### src/design/fdx_map.svh
`ifndef FDX_MAP_SVH
`define FDX_MAP_SVH

// ----------------------------------------------------------------
// register indices (byte address = index * 4)
// ----------------------------------------------------------------
`define FDX_IDX_RX_BYTE    8'h28
`define FDX_IDX_MATCH_A    8'h29
`define FDX_IDX_MATCH_B    8'h2A
`define FDX_IDX_TX_BYTE    8'h7E
`define FDX_IDX_CTRL       8'h30
`define FDX_IDX_STATUS     8'h31
`define FDX_IDX_MASK       8'h32

// ----------------------------------------------------------------
// control fields
// ----------------------------------------------------------------
`define FDX_CTL_DESTUFF    0
`define FDX_CTL_FRAME      3
`define FDX_CTL_STUFF      4

// ----------------------------------------------------------------
// status and mask fields
// ----------------------------------------------------------------
`define FDX_ST_MATCH       2
`define FDX_ST_TX_EMPTY    3
`define FDX_ST_RX_FULL     4
`define FDX_ST_USED        8'h1C

// ----------------------------------------------------------------
// reset values and counts
// ----------------------------------------------------------------
`define FDX_RST_BYTE       8'h00
`define FDX_BITS_PER_BYTE  4'h8
`define FDX_ONES_STUFF     3'h5
`define FDX_ONES_SAT       3'h6

`endif

### src/design/fdx_pkg.sv
package fdx_pkg;

  // ----------------------------------------------------------------
  // framing mode
  // ----------------------------------------------------------------
  typedef enum logic {
    FDX_D4,
    FDX_ESF
  } fdx_frame_t;

  // ----------------------------------------------------------------
  // receive bit stream from the framer
  // ----------------------------------------------------------------
  typedef struct packed {
    logic bit_val;
    logic fdl_slot;
    logic fs_slot;
  } fdx_rx_link_t;

  // ----------------------------------------------------------------
  // transmit slot strobes from the framer
  // ----------------------------------------------------------------
  typedef struct packed {
    logic fdl_slot;
    logic fs_slot;
  } fdx_tx_slot_t;

endpackage

### src/design/fdx_top.sv
`timescale 1ns/100ps
`include "fdx_map.svh"

module fdx_top
  import fdx_pkg::*;
(
  input  wire logic         clk_i,
  input  wire logic         rst_i,
  input  wire logic         cyc_i,
  input  wire logic         stb_i,
  input  wire logic         we_i,
  input  wire logic [9:0]   adr_i,
  input  wire logic [3:0]   sel_i,
  input  wire logic [31:0]  dat_i,
  output logic      [31:0]  dat_o,
  output logic              ack_o,
  input  wire fdx_rx_link_t rx_link_i,
  input  wire fdx_tx_slot_t tx_slot_i,
  output logic              tx_link_bit_o,
  output logic              second_irq_n_o
);

  // ----------------------------------------------------------------
  // registers
  // ----------------------------------------------------------------
  logic [7:0] rx_link_byte_r;
  logic [7:0] rx_link_match_a_r;
  logic [7:0] rx_link_match_b_r;
  logic [7:0] tx_link_byte_r;
  logic [7:0] ctrl_r;
  logic [7:0] status_r;
  logic [7:0] mask_r;
  logic [7:0] rd_nxt;
  logic [2:0] flag_set;
  logic [2:0] flag_r;
  logic       flag_clr;
  logic       rx_hit;
  logic       irq_any;

  // ----------------------------------------------------------------
  // receive path state
  // ----------------------------------------------------------------
  logic [7:0] rx_sh_r;
  logic [3:0] rx_cnt_r;
  logic [2:0] rx_ones_r;
  logic [7:0] rx_byte_nxt;
  logic       rx_done;
  logic       rx_take;
  logic       rx_drop;

  // ----------------------------------------------------------------
  // transmit path state
  // ----------------------------------------------------------------
  logic [7:0] tx_sh_r;
  logic [3:0] tx_cnt_r;
  logic [2:0] tx_ones_r;
  logic       tx_stuff;
  logic       tx_bit_nxt;
  logic       tx_take;
  logic       tx_done;

  // ----------------------------------------------------------------
  // bus decode
  // ----------------------------------------------------------------
  logic       wb_req;
  logic       wb_wr;
  logic [7:0] idx;
  fdx_frame_t frame_mode;

  assign wb_req     = cyc_i & stb_i & ~ack_o;
  assign wb_wr      = wb_req & we_i & sel_i[0];
  assign idx        = adr_i[9:2];
  assign frame_mode = fdx_frame_t'(ctrl_r[`FDX_CTL_FRAME]);

  // ----------------------------------------------------------------
  // slot selection
  // ----------------------------------------------------------------
  // mode picks slot
  assign rx_take = (frame_mode == FDX_ESF) ? rx_link_i.fdl_slot
                                           : rx_link_i.fs_slot;
  assign tx_take = (frame_mode == FDX_ESF) ? tx_slot_i.fdl_slot
                                           : tx_slot_i.fs_slot;

  // ----------------------------------------------------------------
  // receive path
  // ----------------------------------------------------------------
  // drop zero after exactly five ones
  assign rx_drop = ctrl_r[`FDX_CTL_DESTUFF] & ~rx_link_i.bit_val
                   & (rx_ones_r == `FDX_ONES_STUFF);
  // shift in from the top, lsb first
  assign rx_byte_nxt = {rx_link_i.bit_val, rx_sh_r[7:1]};
  assign rx_done     = rx_take & ~rx_drop
                       & (rx_cnt_r == (`FDX_BITS_PER_BYTE - 4'h1));

  always_ff @(posedge clk_i) begin
    if (rst_i) begin
      rx_ones_r <= 3'h0;
    end else if (rx_take) begin
      if (!rx_link_i.bit_val) begin
        rx_ones_r <= 3'h0;
      end else if (rx_ones_r != `FDX_ONES_SAT) begin
        rx_ones_r <= rx_ones_r + 3'h1;
      end
    end
  end

  always_ff @(posedge clk_i) begin
    if (rst_i) begin
      rx_sh_r <= `FDX_RST_BYTE;
    end else if (rx_take && !rx_drop) begin
      rx_sh_r <= rx_byte_nxt;
    end
  end

  always_ff @(posedge clk_i) begin
    if (rst_i) begin
      rx_cnt_r <= 4'h0;
    end else if (rx_take && !rx_drop) begin
      rx_cnt_r <= rx_done ? 4'h0 : rx_cnt_r + 4'h1;
    end
  end

  // ----------------------------------------------------------------
  // receive byte register
  // ----------------------------------------------------------------
  // unread byte is overwritten
  always_ff @(posedge clk_i) begin
    if (rst_i) begin
      rx_link_byte_r <= `FDX_RST_BYTE;
    end else if (rx_done) begin
      rx_link_byte_r <= rx_byte_nxt;
    end
  end

  // ----------------------------------------------------------------
  // transmit path
  // ----------------------------------------------------------------
  // zero after five ones
  assign tx_stuff   = ctrl_r[`FDX_CTL_STUFF] & (tx_ones_r == `FDX_ONES_STUFF);
  assign tx_bit_nxt = tx_stuff ? 1'b0 : tx_sh_r[0];
  assign tx_done    = tx_take & ~tx_stuff
                      & (tx_cnt_r == (`FDX_BITS_PER_BYTE - 4'h1));

  always_ff @(posedge clk_i) begin
    if (rst_i) begin
      tx_cnt_r <= 4'h0;
    end else if (tx_take && !tx_stuff) begin
      tx_cnt_r <= tx_done ? 4'h0 : tx_cnt_r + 4'h1;
    end
  end

  always_ff @(posedge clk_i) begin
    if (rst_i) begin
      tx_sh_r <= `FDX_RST_BYTE;
    end else if (tx_done) begin
      tx_sh_r <= tx_link_byte_r;
    end else if (tx_take && !tx_stuff) begin
      tx_sh_r <= {1'b0, tx_sh_r[7:1]};
    end
  end

  always_ff @(posedge clk_i) begin
    if (rst_i) begin
      tx_ones_r <= 3'h0;
    end else if (tx_take) begin
      if (!tx_bit_nxt) begin
        tx_ones_r <= 3'h0;
      end else begin
        tx_ones_r <= tx_ones_r + 3'h1;
      end
    end
  end

  // ----------------------------------------------------------------
  // transmit output
  // ----------------------------------------------------------------
  always_ff @(posedge clk_i) begin
    if (rst_i) begin
      tx_link_bit_o <= 1'b0;
    end else begin
      tx_link_bit_o <= tx_bit_nxt;
    end
  end

  // ----------------------------------------------------------------
  // status flags and interrupt
  // ----------------------------------------------------------------
  // match either
  assign rx_hit   = (rx_byte_nxt == rx_link_match_a_r)
                    | (rx_byte_nxt == rx_link_match_b_r);
  assign flag_set = {rx_done, tx_done, rx_done & rx_hit};
  assign flag_clr = wb_wr & (idx == `FDX_IDX_STATUS);

  // set wins over a clear in the same cycle
  for (genvar g = 0; g < 3; g++) begin : g_flag
    always_ff @(posedge clk_i) begin
      if (rst_i) begin
        flag_r[g] <= 1'b0;
      end else if (flag_set[g]) begin
        flag_r[g] <= 1'b1;
      end else if (flag_clr && dat_i[g + `FDX_ST_MATCH]) begin
        flag_r[g] <= 1'b0;
      end
    end
  end

  assign status_r = {3'h0, flag_r, 2'h0};

  // ----------------------------------------------------------------
  // interrupt
  // ----------------------------------------------------------------
  assign irq_any = |(status_r & mask_r);

  always_ff @(posedge clk_i) begin
    if (rst_i) begin
      second_irq_n_o <= 1'b1;
    end else begin
      second_irq_n_o <= ~irq_any;
    end
  end

  // ----------------------------------------------------------------
  // host writable registers
  // ----------------------------------------------------------------
  always_ff @(posedge clk_i) begin
    if (rst_i) begin
      rx_link_match_a_r <= `FDX_RST_BYTE;
    end else if (wb_wr && idx == `FDX_IDX_MATCH_A) begin
      rx_link_match_a_r <= dat_i[7:0];
    end
  end

  always_ff @(posedge clk_i) begin
    if (rst_i) begin
      rx_link_match_b_r <= `FDX_RST_BYTE;
    end else if (wb_wr && idx == `FDX_IDX_MATCH_B) begin
      rx_link_match_b_r <= dat_i[7:0];
    end
  end

  always_ff @(posedge clk_i) begin
    if (rst_i) begin
      tx_link_byte_r <= `FDX_RST_BYTE;
    end else if (wb_wr && idx == `FDX_IDX_TX_BYTE) begin
      tx_link_byte_r <= dat_i[7:0];
    end
  end

  always_ff @(posedge clk_i) begin
    if (rst_i) begin
      ctrl_r <= 8'h00;
    end else if (wb_wr && idx == `FDX_IDX_CTRL) begin
      ctrl_r <= dat_i[7:0];
    end
  end

  always_ff @(posedge clk_i) begin
    if (rst_i) begin
      mask_r <= 8'h00;
    end else if (wb_wr && idx == `FDX_IDX_MASK) begin
      mask_r <= dat_i[7:0] & `FDX_ST_USED;
    end
  end

  // ----------------------------------------------------------------
  // wishbone read and ack
  // ----------------------------------------------------------------
  always_comb begin
    if (idx == `FDX_IDX_RX_BYTE) begin
      rd_nxt = rx_link_byte_r;
    end else if (idx == `FDX_IDX_MATCH_A) begin
      rd_nxt = rx_link_match_a_r;
    end else if (idx == `FDX_IDX_MATCH_B) begin
      rd_nxt = rx_link_match_b_r;
    end else if (idx == `FDX_IDX_TX_BYTE) begin
      rd_nxt = tx_link_byte_r;
    end else if (idx == `FDX_IDX_CTRL) begin
      rd_nxt = ctrl_r;
    end else if (idx == `FDX_IDX_STATUS) begin
      rd_nxt = status_r;
    end else if (idx == `FDX_IDX_MASK) begin
      rd_nxt = mask_r;
    end else begin
      rd_nxt = 8'h00;
    end
  end

  // ----------------------------------------------------------------
  // bus answer
  // ----------------------------------------------------------------
  always_ff @(posedge clk_i) begin
    if (rst_i) begin
      ack_o <= 1'b0;
    end else begin
      ack_o <= wb_req;
    end
  end

  // read data holds until the next read
  always_ff @(posedge clk_i) begin
    if (rst_i) begin
      dat_o <= 32'h0000_0000;
    end else if (wb_req && !we_i) begin
      dat_o <= {24'h00_0000, rd_nxt};
    end
  end

endmodule

### config.mk
export PLATFORM = sky130hd
export DESIGN_NAME = fdx_top
export DESIGN_NICKNAME = d
export VERILOG_FILES = /design/src/design/fdx_pkg.sv /design/src/design/fdx_top.sv
export VERILOG_INCLUDE_DIRS = /design/src /design/src/design
export SDC_FILE = /design/constraint.sdc
export NUM_CORES = 1
export LEC_CHECK = 0
export ABC_CLOCK_PERIOD_IN_PS = 3300
export CAP_MARGIN = 40
export CORE_ASPECT_RATIO = 1.4
export CORE_MARGIN = 2
export CORE_UTILIZATION = 24
export CTS_BUF_LIST = sky130_fd_sc_hd__clkbuf_8
export DETAILED_ROUTE_END_ITERATION = 8
export DONT_BUFFER_PORTS = 1
export PLACE_DENSITY = 0.42
export SLEW_MARGIN = 20
export SYNTH_ARGS = -nofsm -noshare
export SYNTH_HDL_FRONTEND = slang
export SYNTH_SLANG_ARGS = --single-unit
### constraint.sdc
create_clock -name clk_i -period 3.3 [get_ports clk_i]
set_input_delay 0.66 -clock clk_i [delete_from_list [all_inputs] [get_ports clk_i]]
set_output_delay 0.66 -clock clk_i [all_outputs]
set_load 0.05 [all_outputs]
==> Word level (Yosys, flattened, before mapping) <==
Index checks and enable logic that the tools add are counted.
{ "totals": {"regBits": 87, "latch_bits": 0, "mem_bits_rw": 0, "romBits": 0, "input_bits": 56, "wordCells": 101, "memories": 0} }
{ "op_classes": {"n_addsub": 4, "multipliers": 0, "n_div": 0, "order_cmp": 0, "n_eq_ne": 15, "shift": 0, "n_mux": 23, "bitwise_logic": 20, "reduce_logical": 20} }
{ "ops": {"columns": ["cell", "count"], "rows": [
  ["8-bit two-way mux", 7],
  ["8-bit by 6-bit == test with 1-bit output, second input constant", 6],
  ["8-bit == test", 2],
  ["1-bit bitwise AND", 13],
  ["1-bit logical AND", 11],
  ["5-bit two-way mux", 2],
  ["1-bit two-way mux", 9],
  ["3-bit two-way mux", 3],
  ["4-bit by 1-bit adder with 4-bit output, second input constant", 2],
  ["4-bit by 3-bit == test with 1-bit output, second input constant", 2],
  ["8-bit by 7-bit == test with 1-bit output, second input constant", 1],
  ["4-bit two-way mux", 2],
  ["2-bit nonzero test", 4],
  ["8-bit OR reduction", 1],
  ["3-bit by 1-bit adder with 3-bit output, second input constant", 2],
  ["3-bit == test, second input constant", 2],
  ["5-bit bitwise AND", 1],
  ["1-bit NOT", 5],
  ["1-bit logical NOT", 3],
  ["3-bit inequality test, second input constant", 1],
  ["2-bit by 1-bit inequality test with 1-bit output, second input constant", 1],
  ["2-bit AND reduction", 1],
  ["1-bit bitwise OR", 1]
]} }

==> Logic depth before layout (Yosys ltp) <==
{ "logic_depth": {"ltp_word": 8, "mapped_depth": 8, "mapped_depth_nobuf": 7} }

==> Least setup slack after synthesis <==
Ideal clock, no wire load.
{ "synth_path": {"path_type": "input to register", "start": "in adr_i[8]", "end": "reg flag_r[0]", "setup_time_ps": 117, "arrival_time_ps": 2155, "setup_slack_ps": 1028, "path_stages": 6, "path_buffers": 1, "cell_sequence": "or4b_1 > buf_2 > nor3b_4 > and4b_1 > nand2_1 > a32o_1"} }
{ "synth_between": {"elab_chain_len": 4} }
{ "synth_lines": {"columns": ["element", "line_no", "rtl"], "rows": [
  ["start: declaration", "fdx_top.sv:12", "input wire logic [9:0] adr_i,"],
  ["8-bit by 6-bit == test with 1-bit output (no line)", null, null],
  ["1-bit bitwise AND", "fdx_top.sv:192", "assign flag_clr = wb_wr & (idx == `FDX_IDX_STATUS);"],
  ["1-bit logical AND", "fdx_top.sv:201", "end else if (flag_clr && dat_i[g + `FDX_ST_MATCH]) begin"],
  ["2-bit nonzero test (no line)", null, null],
  ["end signal: indexed assignment", "fdx_top.sv:198", "flag_r[g] <= 1'b0;"],
  ["end signal: indexed assignment", "fdx_top.sv:200", "flag_r[g] <= 1'b1;"],
  ["end signal: indexed assignment", "fdx_top.sv:202", "flag_r[g] <= 1'b0;"],
  ["end: declaration", "fdx_top.sv:35", "logic [2:0] flag_r;"]
]} }
Every way passes these cells.
A chain may end at the register's enable or synchronous reset.

==> Final worst setup path <==
{ "layout_path": {"start": "in adr_i[8]", "end": "reg rx_link_match_a_r[7]"} }
{ "layout_between": {"elab_chain_len": 2} }
{ "layout_lines": {"columns": ["element", "line_no", "rtl"], "rows": [
  ["8-bit by 6-bit == test with 1-bit output (no line)", null, null],
  ["1-bit logical AND (no line)", null, null],
  ["end signal: assignment", "fdx_top.sv:227", "rx_link_match_a_r <= `FDX_RST_BYTE;"],
  ["end signal: assignment", "fdx_top.sv:229", "rx_link_match_a_r <= dat_i[7:0];"],
  ["end: declaration", "fdx_top.sv:27", "logic [7:0] rx_link_match_a_r;"]
]} }
Every way passes these cells.

==> flow_metrics.py <==
metrics = {
    "outcome": {
        "status": "finished, final reports clean",
    },
    "synth": {
        "synth_top_cell_area_share_pct": 40.0,
        "synth_area_sq_um": 4310,
        "synth_seq_area_share_pct": 40.0,
        "synth_top_cells_by_area": "dfxtp_1 40%, mux2i_1 9.8%, a21oi_1 5.7%",
        "ys_types": 51,
        "async_flop_share_pct": 0,
        "synth_flop_cell": "dfxtp_1",
        "ys_ff_latch": 86,
        "yosys.area.top_type": "dfxtp_1",
        "ys_top_cells_by_count": "86 x dfxtp_1, 62 x nor2_1, 49 x a21oi_1, 49 x nand2_1, 42 x mux2i_1",
        "syn_inst": 509,
        "synth_area_per_cell_sq_um": 8.46,
        "synth_warnings": 0,
        "synth_edf_count": 0,
        "synth.most_common_cell": "dfxtp_1",
    },
    "timing": {
        "fin_crit_ps": 2200,
        "fin_skew_ps": 9.10,
        "hold_viol": 0,
        "tightest_slew_ps": 585,
        "fin_crit_sh_pct": 66.5,
        "clock.fmax_mhz": 455,
        "final-max-slew-violation-count": 0,
        "fin_setup_tns_ps": 0,
        "maxSlewHeadroom_pct": 60.9,
        "rsz0062_at_grt": "false",
        "setup_violations": 0,
    },
    "finish": {
        "area_delta_synth_final_pct": 7.35,
        "diodes": 0,
        "nNetsFinal": 559,
        "fillCellCount": 1902,
        "drive_above_1_share_pct": 8.38,
        "final_cell_area_sq_um": 4620,
    },
    "worst_setup_path": {
        "worst_r2r_path_depth": 5,
        "r2r-start": "ack_o",
        "r2r_end": "rx_link_match_a_r[7]",
        "arrival_ps": 2460,
        "r2r_slack_ps": 1180,
        "cp.required_ps": 3570,
        "worstSetupPathType": "primary input to register",
        "worstPathMaxFanout": 8,
        "worst_setup_path_end_kind": "register",
        "startpoint_type": "primary input",
    },
    "placed_design": {
        "dp_hpwl_mm": 8.74,
        "gp_congestion": 0.758,
        "port_buffers": 0,
        "placed_area_sq_um": 4450,
    },
    "detailed_routing": {
        "drt_iter0_drc": 148,
        "drt_wl_total_mm": 11.9,
        "drtAntennaViolNets": 0,
        "vias": 3391,
        "drc": 0,
        "via_per_inst": 4.60,
        "wl_per_cell_um": 16.1,
        "drt-pass1-iter-count": 4,
    },
    "worst_hold_path": {
        "min_to": "rx_ones_r[1]",
        "hold_path.class": "primary input to register",
        "hold_depth": 1,
        "hold_start": "rst_i",
    },
    "power_and_ir_drop": {
        "leakagePower_nw": 1.62,
        "switchingPower_w": 0.000532,
        "pwr-share-seq_pct": 56.7,
        "power.density_nw_per_um2": 410,
        "switching_share_pct": 28.1,
        "p_total_w": 0.00190,
        "pwr-share-clk_pct": 35.6,
        "p_int_w": 0.00136,
        "vdd_drop_max_uv": 146,
        "p_comb_share_pct": 7.7,
    },
    "cts": {
        "tritoncts": "yes",
        "clock_latency_ps": 370,
        "postCtsHoldBufs": 0,
        "clockBufferDepth": 2,
        "path_clk_slew_ps": 90,
        "cts-buffers-inserted": 9,
        "cts_resized": 0,
        "cts_sinks": 86,
        "cts_setup_buffers": 0,
        "root_buffer": "clkbuf_8",
        "ctsHtreeMaxLevel": 3,
    },
    "grt": {
        "grt_max_degree": 87,
        "grt_pass1_wl_mm": 18.6,
        "grt_pass1_vias": 3395,
        "grt-ovfl-total": 0,
        "antenna_found_initial": 0,
        "track_usage_pct": 12.9,
    },
    "job": {
        "max_cap_violations": 0,
    },
    "floorplanning": {
        "fp.dieH_um": 162,
        "initial_core_util_pct": 24.6,
        "core_area_sq_um": 17500,
        "io_pins": 91,
        "rows": 57,
        "die_w_um": 117,
        "dieArea_sq_um": 19000,
    },
}
-- power groups by stage --
stage          clock, W  sequential (W)  combinational (W)
2_1_floorplan         0         0.00109           0.000172
3_3_place_gp          0         0.00110           0.000145
3_5_place_dp          0         0.00110           0.000147
4_1_cts        0.000704         0.00107           0.000147
5_1_grt        0.000747         0.00108           0.000162
6_report       0.000675         0.00107           0.000146
-- worst max path at each step --
stage | start | slack, ps | endpoint | cells after the start
2_1_floorplan | adr_i[8] | 1030 | flag_r[0] | 6
3_3_place_gp | adr_i[8] | 730 | rx_link_match_a_r[7] | 5
3_5_place_dp | adr_i[8] | 720 | rx_link_match_a_r[5] | 5
4_1_cts | adr_i[8] | 1110 | rx_link_match_a_r[5] | 5
5_1_grt | adr_i[8] | 1000 | ctrl_r[5] | 5
6_report | adr_i[8] | 1100 | rx_link_match_a_r[7] | 5
-- cells in the final DEF (no fill, tap or decap), types with 4 or more instances in the layout --
cell / instances
or2_2: 5
and3_1: 4
buf_4: 7
nand3_1: 30
dfxtp_1: 86
nand3b_1: 5
a211oi_1: 10
nand2_1: 49
o21ai_0: 12
o22ai_1: 5
inv_1: 7
mux2i_1: 42
mux2_2: 7
clkbuf_8: 9
conb_1: 24
ha_1: 7
a21oi_1: 49
xnor2_1: 17
nand4_1: 7
nor2_1: 62
a22oi_1: 5
-- metal layers --
layer / vias up / share of wire [%] / GRT usage, %
met5: - / 0 / 0
met4: 0 / 1.4 / 4.65
met3: 10 / 3.7 / 2.72
met2: 59 / 55 / 24.0
met1: 1608 / 39 / 14.2
li1: 1714 / - / -
-- final cells by class --
class / count / area (sq um) / share of cell area [%]
multi-input combinational: 385 / 2350 / 50.9
tap: 236 / 295 / 6.39
timing repair buffer: 7 / 52.6 / 1.14
sequential: 86 / 1720 / 37.2
inverter: 7 / 26.3 / 0.568
clock buffer: 9 / 124 / 2.68
clock inverter: 7 / 51.3 / 1.11
-- kinds of logic (layout without fill, tap and decap cells) --
| family | after synthesis | count (layout) | share of synthesized area (%) |
|---|---|---|---|
| other | 1 | 24 | 0.0871 |
| buffers and inverters | 61 | 30 | 7.67 |
| AND/OR/NAND/NOR | 189 | 189 | 21.2 |
| XOR/XNOR | 18 | 18 | 3.66 |
| adder cells (fa/ha/maj) | 7 | 7 | 2.03 |
| multiplexers | 49 | 49 | 11.6 |
| AO/OA/AOI/OAI | 98 | 98 | 13.7 |
| flip-flops | 86 | 86 | 40.0 |
-- flip-flops by register name (all words and copies together), names as in the netlist, 4 cells and up --
| name | count |
|---|---|
| ctrl_r | 8 |
| dat_o | 8 |
| rx_link_byte_r | 8 |
| rx_link_match_a_r | 8 |
| rx_link_match_b_r | 8 |
| tx_link_byte_r | 8 |
| tx_sh_r | 8 |
| rx_sh_r | 7 |
| rx_cnt_r | 4 |
| tx_cnt_r | 4 |
-- through the flow --
stage / instances / hold slack, ps / util [%] / setup WS, ps
floorplan: 532 / 434 / - / 1030
global placement: 721 / 444 / 25.4 / 730
detailed placement: 721 / 447 / 25.4 / 722
CTS: 737 / 339 / 26.5 / 1110
global route: 737 / 334 / 26.5 / 1000
finish: 737 / 359 / 26.5 / 1100
-- critical path, cell delays in order --
cell     delay (ps)
or4b_1          680
nor3_2          260
and3_1          560
mux2i_1         250
nor2_1           50
(Power assumes the default switching activity.)
